$ cat src/include/olcs_pkg.sv
// Constants, register map and types of the open-loop commutation sequencer
package olcs_pkg;
    // Clock and pacing
    localparam int unsigned CLK_HZ            = 100_000_000;
    localparam int unsigned TICK_RATE_HZ      = 40_000;
    localparam int unsigned TICK_CYCLES       = CLK_HZ / TICK_RATE_HZ;
    localparam int unsigned PWM_RATE_HZ       = 20_000;
    localparam int unsigned PWM_PERIOD_CYCLES = CLK_HZ / PWM_RATE_HZ;

    // Register byte offsets
    localparam logic [7:0] OFS_CTRL   = 8'h00;
    localparam logic [7:0] OFS_TARGET = 8'h04;
    localparam logic [7:0] OFS_DELAY  = 8'h08;
    localparam logic [7:0] OFS_DUTY   = 8'h0C;
    localparam logic [7:0] OFS_START  = 8'h10;
    localparam logic [7:0] OFS_STATUS = 8'h14;
    localparam logic [7:0] OFS_PERIOD = 8'h18;
    localparam logic [7:0] OFS_TICKS  = 8'h1C;

    // Field positions
    localparam int unsigned CTRL_RUN_BIT   = 0;
    localparam int unsigned STAT_FLAG_LSB  = 0;
    localparam int unsigned STAT_INDEX_LSB = 16;

    // Reset values
    localparam logic [15:0] TARGET_RST = 16'h0100;
    localparam logic [15:0] DELAY_RST  = 16'h0005;
    localparam logic [15:0] DUTY_RST   = 16'h1000;
    localparam logic [15:0] START_RST  = 16'h0FFF;

    // Values
    localparam logic [15:0] RAMP_DONE_VAL = 16'h7FFF;
    localparam logic [2:0]  LAST_STATE    = 3'h5;
    localparam logic [1:0]  RESP_OKAY     = 2'h0;
    localparam logic [1:0]  RESP_SLVERR   = 2'h2;

    typedef logic [2:0] olcs_index_t;
endpackage

$ cat src/include/olcs_drv_if.sv
// Carrier between the sequencer core and the commutation PWM driver
`timescale 1ns/10ps
interface olcs_drv_if;
    import olcs_pkg::*;
    olcs_index_t commutation_index;
    logic [15:0] startup_duty;
    logic        run_enable;
    modport core (output commutation_index, output startup_duty, output run_enable);
    modport drv  (input commutation_index, input startup_duty, input run_enable);
endinterface

$ cat src/rtl/olcs_top.sv
// Open-loop commutation sequencer with AXI4-Lite registers
//
// Our own choices: the AXI4-Lite register port and the register offsets.
`timescale 1ns/10ps
module olcs_top
    import olcs_pkg::*;
#(
    parameter int unsigned PWM_CYCLES = PWM_PERIOD_CYCLES
)(
    input  wire logic        mclk_in,          // System clock, 100 MHz
    input  wire logic        reset_in,         // Async reset, high
    input  wire logic [7:0]  s_axi_awaddr_in,  // Write address
    input  wire logic        s_axi_awvalid_in, // Write address valid
    output logic             s_axi_awready_out, // Write address ready
    input  wire logic [31:0] s_axi_wdata_in,   // Write data
    input  wire logic [3:0]  s_axi_wstrb_in,   // Write byte strobes
    input  wire logic        s_axi_wvalid_in,  // Write data valid
    output logic             s_axi_wready_out, // Write data ready
    output logic [1:0]       s_axi_bresp_out,  // Write response
    output logic             s_axi_bvalid_out, // Write response valid
    input  wire logic        s_axi_bready_in,  // Write response ready
    input  wire logic [7:0]  s_axi_araddr_in,  // Read address
    input  wire logic        s_axi_arvalid_in, // Read address valid
    output logic             s_axi_arready_out, // Read address ready
    output logic [31:0]      s_axi_rdata_out,  // Read data
    output logic [1:0]       s_axi_rresp_out,  // Read response
    output logic             s_axi_rvalid_out, // Read data valid
    input  wire logic        s_axi_rready_in,  // Read data ready
    output logic [5:0]       pwm_out           // Inverter gate outputs 1..6
);
    localparam int unsigned TW = $clog2(TICK_CYCLES);

    // Software settings
    logic        run_enable;
    logic [15:0] target_period;
    logic [15:0] ramp_step_delay;
    logic [15:0] startup_duty;
    logic [15:0] start_period;

    // Block state
    logic [TW-1:0] tick_div;
    logic          service_tick;
    logic [31:0]   service_tick_counter;
    logic [15:0]   ramp_out;
    logic [15:0]   step_cnt;
    logic          ramp_step;
    logic [15:0]   ramp_complete_flag;
    logic [15:0]   impulse_cnt;
    logic          impulse;
    olcs_index_t   six_state_counter;

    // AXI write path
    logic        aw_held;
    logic        w_held;
    logic [7:0]  aw_addr;
    logic [31:0] w_data;
    logic [3:0]  w_strb;
    logic        wr_fire;

    olcs_drv_if drv_bus ();

    function automatic logic [15:0] merge16(input logic [15:0] old, input logic [31:0] d,
                                            input logic [3:0] s);
        merge16[7:0]  = s[0] ? d[7:0]  : old[7:0];
        merge16[15:8] = s[1] ? d[15:8] : old[15:8];
    endfunction

    function automatic logic known_addr(input logic [7:0] a);
        case (a)
            OFS_CTRL, OFS_TARGET, OFS_DELAY, OFS_DUTY,
            OFS_START, OFS_STATUS, OFS_PERIOD, OFS_TICKS: known_addr = 1'b1;
            default:                                      known_addr = 1'b0;
        endcase
    endfunction

    // Write address and data are taken in either order
    assign s_axi_awready_out = !aw_held && !s_axi_bvalid_out;
    assign s_axi_wready_out  = !w_held && !s_axi_bvalid_out;
    assign wr_fire           = aw_held && w_held && !s_axi_bvalid_out;

    always_ff @(posedge mclk_in or posedge reset_in) begin
        if (reset_in) begin
            aw_held <= 1'b0;
            aw_addr <= 8'h00;
        end else if (s_axi_awvalid_in && s_axi_awready_out) begin
            aw_held <= 1'b1;
            aw_addr <= s_axi_awaddr_in;
        end else if (wr_fire) begin
            aw_held <= 1'b0;
        end
    end

    always_ff @(posedge mclk_in or posedge reset_in) begin
        if (reset_in) begin
            w_held <= 1'b0;
            w_data <= 32'h0000_0000;
            w_strb <= 4'h0;
        end else if (s_axi_wvalid_in && s_axi_wready_out) begin
            w_held <= 1'b1;
            w_data <= s_axi_wdata_in;
            w_strb <= s_axi_wstrb_in;
        end else if (wr_fire) begin
            w_held <= 1'b0;
        end
    end

    always_ff @(posedge mclk_in or posedge reset_in) begin
        if (reset_in) begin
            s_axi_bvalid_out <= 1'b0;
            s_axi_bresp_out  <= RESP_OKAY;
        end else if (wr_fire) begin
            s_axi_bvalid_out <= 1'b1;
            s_axi_bresp_out  <= known_addr(aw_addr) ? RESP_OKAY : RESP_SLVERR;
        end else if (s_axi_bready_in) begin
            s_axi_bvalid_out <= 1'b0;
        end
    end

    // Settings registers; read-only offsets ignore writes
    always_ff @(posedge mclk_in or posedge reset_in) begin
        if (reset_in) begin
            run_enable      <= 1'b0;
            target_period   <= TARGET_RST;
            ramp_step_delay <= DELAY_RST;
            startup_duty    <= DUTY_RST;
            start_period    <= START_RST;
        end else if (wr_fire) begin
            case (aw_addr)
                OFS_CTRL: begin
                    if (w_strb[0]) begin
                        run_enable <= w_data[CTRL_RUN_BIT];
                    end
                end
                OFS_TARGET: target_period   <= merge16(target_period, w_data, w_strb);
                OFS_DELAY:  ramp_step_delay <= merge16(ramp_step_delay, w_data, w_strb);
                OFS_DUTY:   startup_duty    <= merge16(startup_duty, w_data, w_strb);
                OFS_START:  start_period    <= merge16(start_period, w_data, w_strb);
                default: begin
                end
            endcase
        end
    end

    // Read path: one word per read, answered the cycle after acceptance
    assign s_axi_arready_out = !s_axi_rvalid_out;

    always_ff @(posedge mclk_in or posedge reset_in) begin
        if (reset_in) begin
            s_axi_rvalid_out <= 1'b0;
            s_axi_rdata_out  <= 32'h0000_0000;
            s_axi_rresp_out  <= RESP_OKAY;
        end else if (s_axi_arvalid_in && s_axi_arready_out) begin
            s_axi_rvalid_out <= 1'b1;
            s_axi_rresp_out  <= known_addr(s_axi_araddr_in) ? RESP_OKAY : RESP_SLVERR;
            case (s_axi_araddr_in)
                OFS_CTRL:   s_axi_rdata_out <= {31'h0000_0000, run_enable};
                OFS_TARGET: s_axi_rdata_out <= {16'h0000, target_period};
                OFS_DELAY:  s_axi_rdata_out <= {16'h0000, ramp_step_delay};
                OFS_DUTY:   s_axi_rdata_out <= {16'h0000, startup_duty};
                OFS_START:  s_axi_rdata_out <= {16'h0000, start_period};
                OFS_STATUS: s_axi_rdata_out <= {13'h0000, six_state_counter, ramp_complete_flag};
                OFS_PERIOD: s_axi_rdata_out <= {16'h0000, ramp_out};
                OFS_TICKS:  s_axi_rdata_out <= service_tick_counter;
                default:    s_axi_rdata_out <= 32'h0000_0000;
            endcase
        end else if (s_axi_rready_in) begin
            s_axi_rvalid_out <= 1'b0;
        end
    end

    // Service tick divider, free running
    always_ff @(posedge mclk_in or posedge reset_in) begin
        if (reset_in) begin
            tick_div     <= '0;
            service_tick <= 1'b0;
        end else if (tick_div == TW'(TICK_CYCLES - 1)) begin
            tick_div     <= '0;
            service_tick <= 1'b1;
        end else begin
            tick_div     <= tick_div + 1'b1;
            service_tick <= 1'b0;
        end
    end

    always_ff @(posedge mclk_in or posedge reset_in) begin
        if (reset_in) begin
            service_tick_counter <= 32'h0000_0000;
        end else if (run_enable && service_tick) begin
            service_tick_counter <= service_tick_counter + 32'h0000_0001;
        end
    end

    // Ramp-down generator
    assign ramp_step = run_enable && service_tick && (step_cnt >= ramp_step_delay);

    always_ff @(posedge mclk_in or posedge reset_in) begin
        if (reset_in) begin
            step_cnt <= 16'h0000;
        end else if (!run_enable) begin
            step_cnt <= 16'h0000;
        end else if (ramp_step) begin
            step_cnt <= 16'h0000;
        end else if (service_tick) begin
            step_cnt <= step_cnt + 16'h0001;
        end
    end

    always_ff @(posedge mclk_in or posedge reset_in) begin
        if (reset_in) begin
            ramp_out <= START_RST;
        end else if (!run_enable) begin
            ramp_out <= start_period;
        end else if (ramp_step && (ramp_out > target_period)) begin
            ramp_out <= ramp_out - 16'h0001;
        end
    end

    always_ff @(posedge mclk_in or posedge reset_in) begin
        if (reset_in) begin
            ramp_complete_flag <= 16'h0000;
        end else begin
            ramp_complete_flag <= (run_enable && ramp_out == target_period) ? RAMP_DONE_VAL
                                                                            : 16'h0000;
        end
    end

    // Impulse generator: one clock-wide pulse per ramp_out ticks
    always_ff @(posedge mclk_in or posedge reset_in) begin
        if (reset_in) begin
            impulse_cnt <= 16'h0000;
            impulse     <= 1'b0;
        end else if (!run_enable) begin
            impulse_cnt <= 16'h0000;
            impulse     <= 1'b0;
        end else if (service_tick) begin
            if (impulse_cnt + 16'h0001 >= ramp_out) begin
                impulse_cnt <= 16'h0000;
                impulse     <= 1'b1;
            end else begin
                impulse_cnt <= impulse_cnt + 16'h0001;
                impulse     <= 1'b0;
            end
        end else begin
            impulse <= 1'b0;
        end
    end

    // Six-state counter
    always_ff @(posedge mclk_in or posedge reset_in) begin
        if (reset_in) begin
            six_state_counter <= 3'h0;
        end else if (impulse) begin
            six_state_counter <= (six_state_counter >= LAST_STATE) ? 3'h0
                                                                   : six_state_counter + 3'h1;
        end
    end

    assign drv_bus.commutation_index = six_state_counter;
    assign drv_bus.startup_duty      = startup_duty;
    assign drv_bus.run_enable        = run_enable;

    olcs_pwm_drv #(
        .PWM_CYCLES (PWM_CYCLES)
    ) u_drv (
        .mclk_in  (mclk_in),
        .reset_in (reset_in),
        .drv      (drv_bus.drv),
        .pwm_out  (pwm_out)
    );
endmodule

$ cat src/rtl/olcs_pwm_drv.sv
// Commutation PWM driver: six outputs from commutation index and duty
`timescale 1ns/10ps
module olcs_pwm_drv
    import olcs_pkg::*;
#(
    parameter int unsigned PWM_CYCLES = PWM_PERIOD_CYCLES
)(
    input  wire logic       mclk_in,   // System clock
    input  wire logic       reset_in,  // Async reset, high
    olcs_drv_if.drv         drv,       // Index, duty, run
    output logic [5:0]      pwm_out    // Bit0 = output 1 ... bit5 = output 6
);
    localparam int unsigned CW = $clog2(PWM_CYCLES + 1);

    logic [CW-1:0] carrier;
    logic [5:0]    next_pwm;
    logic [5:0]    sel_map;

    // Low-side phase mask above high-side phase mask, A in bit 0
    function automatic logic [5:0] phase_map(input olcs_index_t idx);
        case (idx)
            3'h0:    phase_map = {3'b010, 3'b001};
            3'h1:    phase_map = {3'b100, 3'b001};
            3'h2:    phase_map = {3'b100, 3'b010};
            3'h3:    phase_map = {3'b001, 3'b010};
            3'h4:    phase_map = {3'b001, 3'b100};
            3'h5:    phase_map = {3'b010, 3'b100};
            default: phase_map = 6'h00;
        endcase
    endfunction

    // Q15 duty to carrier counts
    function automatic logic [CW-1:0] duty_counts(input logic [15:0] duty);
        logic [47:0] prod;
        prod        = 48'(duty) * 48'(PWM_CYCLES);
        duty_counts = CW'(prod >> 15);
    endfunction

    // Edge-aligned up-counting carrier
    always_ff @(posedge mclk_in or posedge reset_in) begin
        if (reset_in) begin
            carrier <= '0;
        end else if (carrier == CW'(PWM_CYCLES - 1)) begin
            carrier <= '0;
        end else begin
            carrier <= carrier + 1'b1;
        end
    end

    always_comb begin
        logic [5:0] m;
        logic       on;
        m        = phase_map(drv.commutation_index);
        on       = carrier < duty_counts(drv.startup_duty);
        next_pwm = '0;
        for (int p = 0; p < 3; p++) begin
            next_pwm[2*p]   = m[p] & on;
            next_pwm[2*p+1] = m[3+p];
        end
        if (!drv.run_enable) begin
            next_pwm = '0;
        end
    end

    // No dead band: a complementary pair never switches together
    always_ff @(posedge mclk_in or posedge reset_in) begin
        if (reset_in) begin
            pwm_out <= '0;
        end else begin
            pwm_out <= next_pwm;
        end
    end

    // Phase masks of the present index, for the checks below
    assign sel_map = phase_map(drv.commutation_index);
endmodule

$ cat config.mk
export PLATFORM = sky130hd
export DESIGN_NAME = olcs_top
export DESIGN_NICKNAME = d
export VERILOG_FILES = /design/src/include/olcs_pkg.sv /design/src/include/olcs_drv_if.sv /design/src/rtl/olcs_top.sv /design/src/rtl/olcs_pwm_drv.sv
export SDC_FILE = /design/constraint.sdc
export NUM_CORES = 1
export LEC_CHECK = 0
export BUFFER_PORTS_ARGS = -buffer_cell sky130_fd_sc_hd__buf_4
export CORE_UTILIZATION = 35
export CTS_BUF_LIST = sky130_fd_sc_hd__clkbuf_4 sky130_fd_sc_hd__clkbuf_8 sky130_fd_sc_hd__clkbuf_16
export CTS_CLUSTER_DIAMETER = 80
export CTS_CLUSTER_SIZE = 28
export DETAILED_ROUTE_END_ITERATION = 16
export REMOVE_ABC_BUFFERS = 1
export SLEW_MARGIN = 30
export SYNTH_ARGS = -nofsm -noshare
export SYNTH_HDL_FRONTEND = slang
export SYNTH_SLANG_ARGS = --single-unit
$ cat constraint.sdc
create_clock -name mclk_in -period 7.9 [get_ports mclk_in]
set_clock_uncertainty 0.05 [all_clocks]
set_input_delay 0.79 -clock mclk_in [delete_from_list [all_inputs] [get_ports mclk_in]]
set_output_delay 0.79 -clock mclk_in [all_outputs]
set_load 0.01 [all_outputs]
==> summary.txt <==
Synthesis
  • Count of cell types in the netlist: around 70
  • Synth Cell Area: between 10000 and 15000 µm²
  • Number of flops mapped to enable cells by yosys: 0
  • FF+latch count, synth: around 250
  • Synth async-reset ratio: 1.00
  • Post-Synthesis Cells: 1462
  • Syn Area/Cell: between 10 and 15 µm²
  • Yosys warns: 0
  • Post-synth top area share: 0.367
  • Sequential area share after synthesis: 0.416
  • Ys flop type: dfrtp_1
  • Area leader, netlist: dfrtp_1
  • Most common cell in the netlist: dfrtp_1
  • Most frequent cells after synthesis: dfrtp_1, inv_1, ha_1, nand2_1, mux2_2
  • Largest cells by area after synthesis: dfrtp_1, ha_1, mux2_2

Worst setup path
  • Worst EP arrival: around 6.9 ns
  • Crit Path Max Fanout: 5
  • Critical Path Start Type: flip-flop
  • Max incr delay on CP: approximately 0.56 ns
  • Slowest cell on crit path: fa_1
  • Reg-to-reg endpoint: u_drv.pwm_out[4]
  • Source of the worst register-to-register timing path: drv_bus.startup_duty[8]
  • Crit end category: flip-flop
  • Worst setup path end: u_drv.pwm_out[4]
  • Kind of critical path: reg -> reg
  • Cell count of the worst reg-to-reg path: 26
  • Reg-to-reg slack, setup: between 1 and 1.5 ns
  • Crit. Startpoint: drv_bus.startup_duty[8]
  • WP data required: around 8.3 ns

Route
  • Final ANT Viol Nets: 0
  • Pre-antenna DRT Iters: 5
  • Drt total wl: ~36 mm
  • DR vias/cell: around 5.2
  • Iteration-0 DRC Markers: approximately 760
  • Post-route DRC: 0
  • Routed via count: ~11k
  • Avg WL per Cell: around 17 µm

Global routing
  • Pin count of the biggest net entering global routing: roughly 150
  • GR Overflow Total: 0
  • First-pass GRT wire length: about 58 mm
  • Initial antenna violation count: 1
  • GRT Util Overall: 0.168
  • Vias in the first global route: about 11k

Timing
  • Pins over their slew limit: 0
  • Min cycle time layout: between 6 and 7 ns
  • Slew HR: 0.387
  • Final setup vio count: 0
  • Final period utilization: 0.821
  • F_max: roughly 0.15 GHz
  • Tightest Pin Transition: slightly above 0.9 ns
  • Sum Neg Setup Slack: 0 ns
  • Final Hold Viols: 0
  • RSZ-0062 raised after global routing: no

Place
  • DP HPWL: around 27 mm
  • GPL Wtd Cong: between 0.8 and 0.9
  • Placed insts: 2058
  • IO buf count: 85

CTS
  • Worst-Skew Late Latency: about 0.54 ns
  • CTS Buf Count: 17
  • CTS max path bufs: 3
  • Clock tree sinks: about 250
  • Post-CTS sizing: 0
  • CTS tree: done
  • CTS root buf: clkbuf_16
  • Hold-fix buffers at CTS: 0
  • Reg clk slew, reported paths: 0.11 ns
  • H-tree Lvls: 1
  • Postcts setup bufs: 0

Finish
  • Layout cells sized above 1: 0.175
  • Multi-input logic area: ~8000 µm²
  • Reg area: between 6000 and 7000 µm²
  • Final #Nets: 1769
  • Final Non-Filler Cells: between 2k and 2.5k
  • Fillers: around 4.1k
  • Layout area overhead: 12.8%

Floorplanning
  • Starting Density: 0.354
  • Die span in x: around 210 µm
  • Ports: ~110
  • Rows: 75
  • Die area: between 40000 and 50000 µm²
  • Die height: ~210 µm
  • Core area: around 42000 µm²

Power
  • VDD IR max: 0.146 mV
  • Total power: ~3600 µW
  • Pwr/cell area: about 210 nW/µm²
  • Lkg Pwr: 0.00812 µW

Run
  • Total of max-cap violations: 0

Worst hold path
  • Hold Path Class: in -> async

Run status
  • Outcome: finished, final reports clean
cell usage in the layout, fill, tap and decap left out, drive strengths merged, types with 6 or more instances in the layout:
cell type / count
nor2b: 14
o2111ai: 6
clkbuf: 18
a22oi: 23
a22o: 17
nor2: 88
a31oi: 7
mux2i: 7
a21o: 28
fa: 34
nand3: 57
a21oi: 65
nor3: 24
ha: 137
o31ai: 6
nand2: 124
and3: 23
mux2: 91
dfrtp: 218
o21ai: 72
xnor2: 61
inv: 165
nand4: 32
o21a: 10
and2: 10
buf: 94
dfstp: 28
xor2: 29
cell families (layout without fill, tap and decap cells):
family          Yosys count  count (layout)  synth area share
xor+xnor                 90              90            0.0530
fa+ha+maj               171             171             0.161
compound gates          257             257             0.113
simple gates            404             404             0.132
buf+inv                 195             282            0.0502
other cells               1               3          0.000252
flops                   246             246             0.416
mux                      98              98            0.0737
per-stage QoR:
| stage | area, µm² | setup WS, ns | utilization | hold WS [ns] |
|---|---|---|---|---|
| 2_1_floorplan | 14700 | 0.348 | - | 0.392 |
| 3_3_place_gp | 16100 | 1.53 | 0.384 | 0.412 |
| 3_5_place_dp | 16100 | 1.44 | 0.385 | 0.421 |
| 4_1_cts | 16700 | 1.41 | 0.399 | 0.307 |
| 5_1_grt | 16800 | 1.10 | 0.400 | 0.331 |
| 6_report | 16800 | 1.41 | 0.400 | 0.269 |
critical path: cells and delay by family (launching register included):
kind / cells / cell delay, ns
xor gates and xnor gates: 1 / 0.17
adders and majority gates: 7 / 2.75
AOI/OAI and AO/OA: 8 / 1.48
DFF: 1 / 0.55
buffers and inverters: 4 / 0.31
and+or+nand+nor: 6 / 1.07
worst min-delay path by stage:
stage | endpoint | slack [ns]
6_report | u_drv.pwm_out[1] | 0.27
3_3_place_gp | service_tick_counter[31] | 0.41
5_1_grt | u_drv.pwm_out[3] | 0.33
3_5_place_dp | tick_div[8] | 0.42
2_1_floorplan | tick_div[8] | 0.39
4_1_cts | u_drv.pwm_out[3] | 0.31
flip-flops by register name, summed over array words and instances, names as in the netlist, 2 cells and up:
register                   count
w_data                        16
service_tick_counter          32
ramp_out                      16
ramp_step_delay               16
drv_bus.commutation_index      3
aw_addr                        8
step_cnt                      16
u_drv.pwm_out                  6
target_period                 16
s_axi_rdata_out               32
u_drv.carrier                 13
start_period                  16
drv_bus.startup_duty          16
impulse_cnt                   16
tick_div                      12
w_strb                         2
layout make-up:
type / count / area share
timing repair buffer: 94 / 0.0431
sequential: 246 / 0.369
tap: 539 / 0.0402
inverter: 158 / 0.0358
multi-input combinational: 1022 / 0.475
clock buffer: 18 / 0.0262
antenna: 1 / 0.000149
clock inverter: 12 / 0.00978
report_power, final:
group          internal, µW  total (µW)  switching (µW)  leakage [µW]
combinational           427        1000             576       0.00460
sequential             1410        1590             185       0.00323
clock                   449         991             542      0.000295
metal layers:
layer	share of wire	wire, µm	global-route usage
met5	0	0	0
met4	0.029	1030	0.0516
met3	0.051	1840	0.0261
met2	0.44	15600	0.257
met1	0.48	17400	0.242
Note: power is estimated with default switching activity, not from simulation.
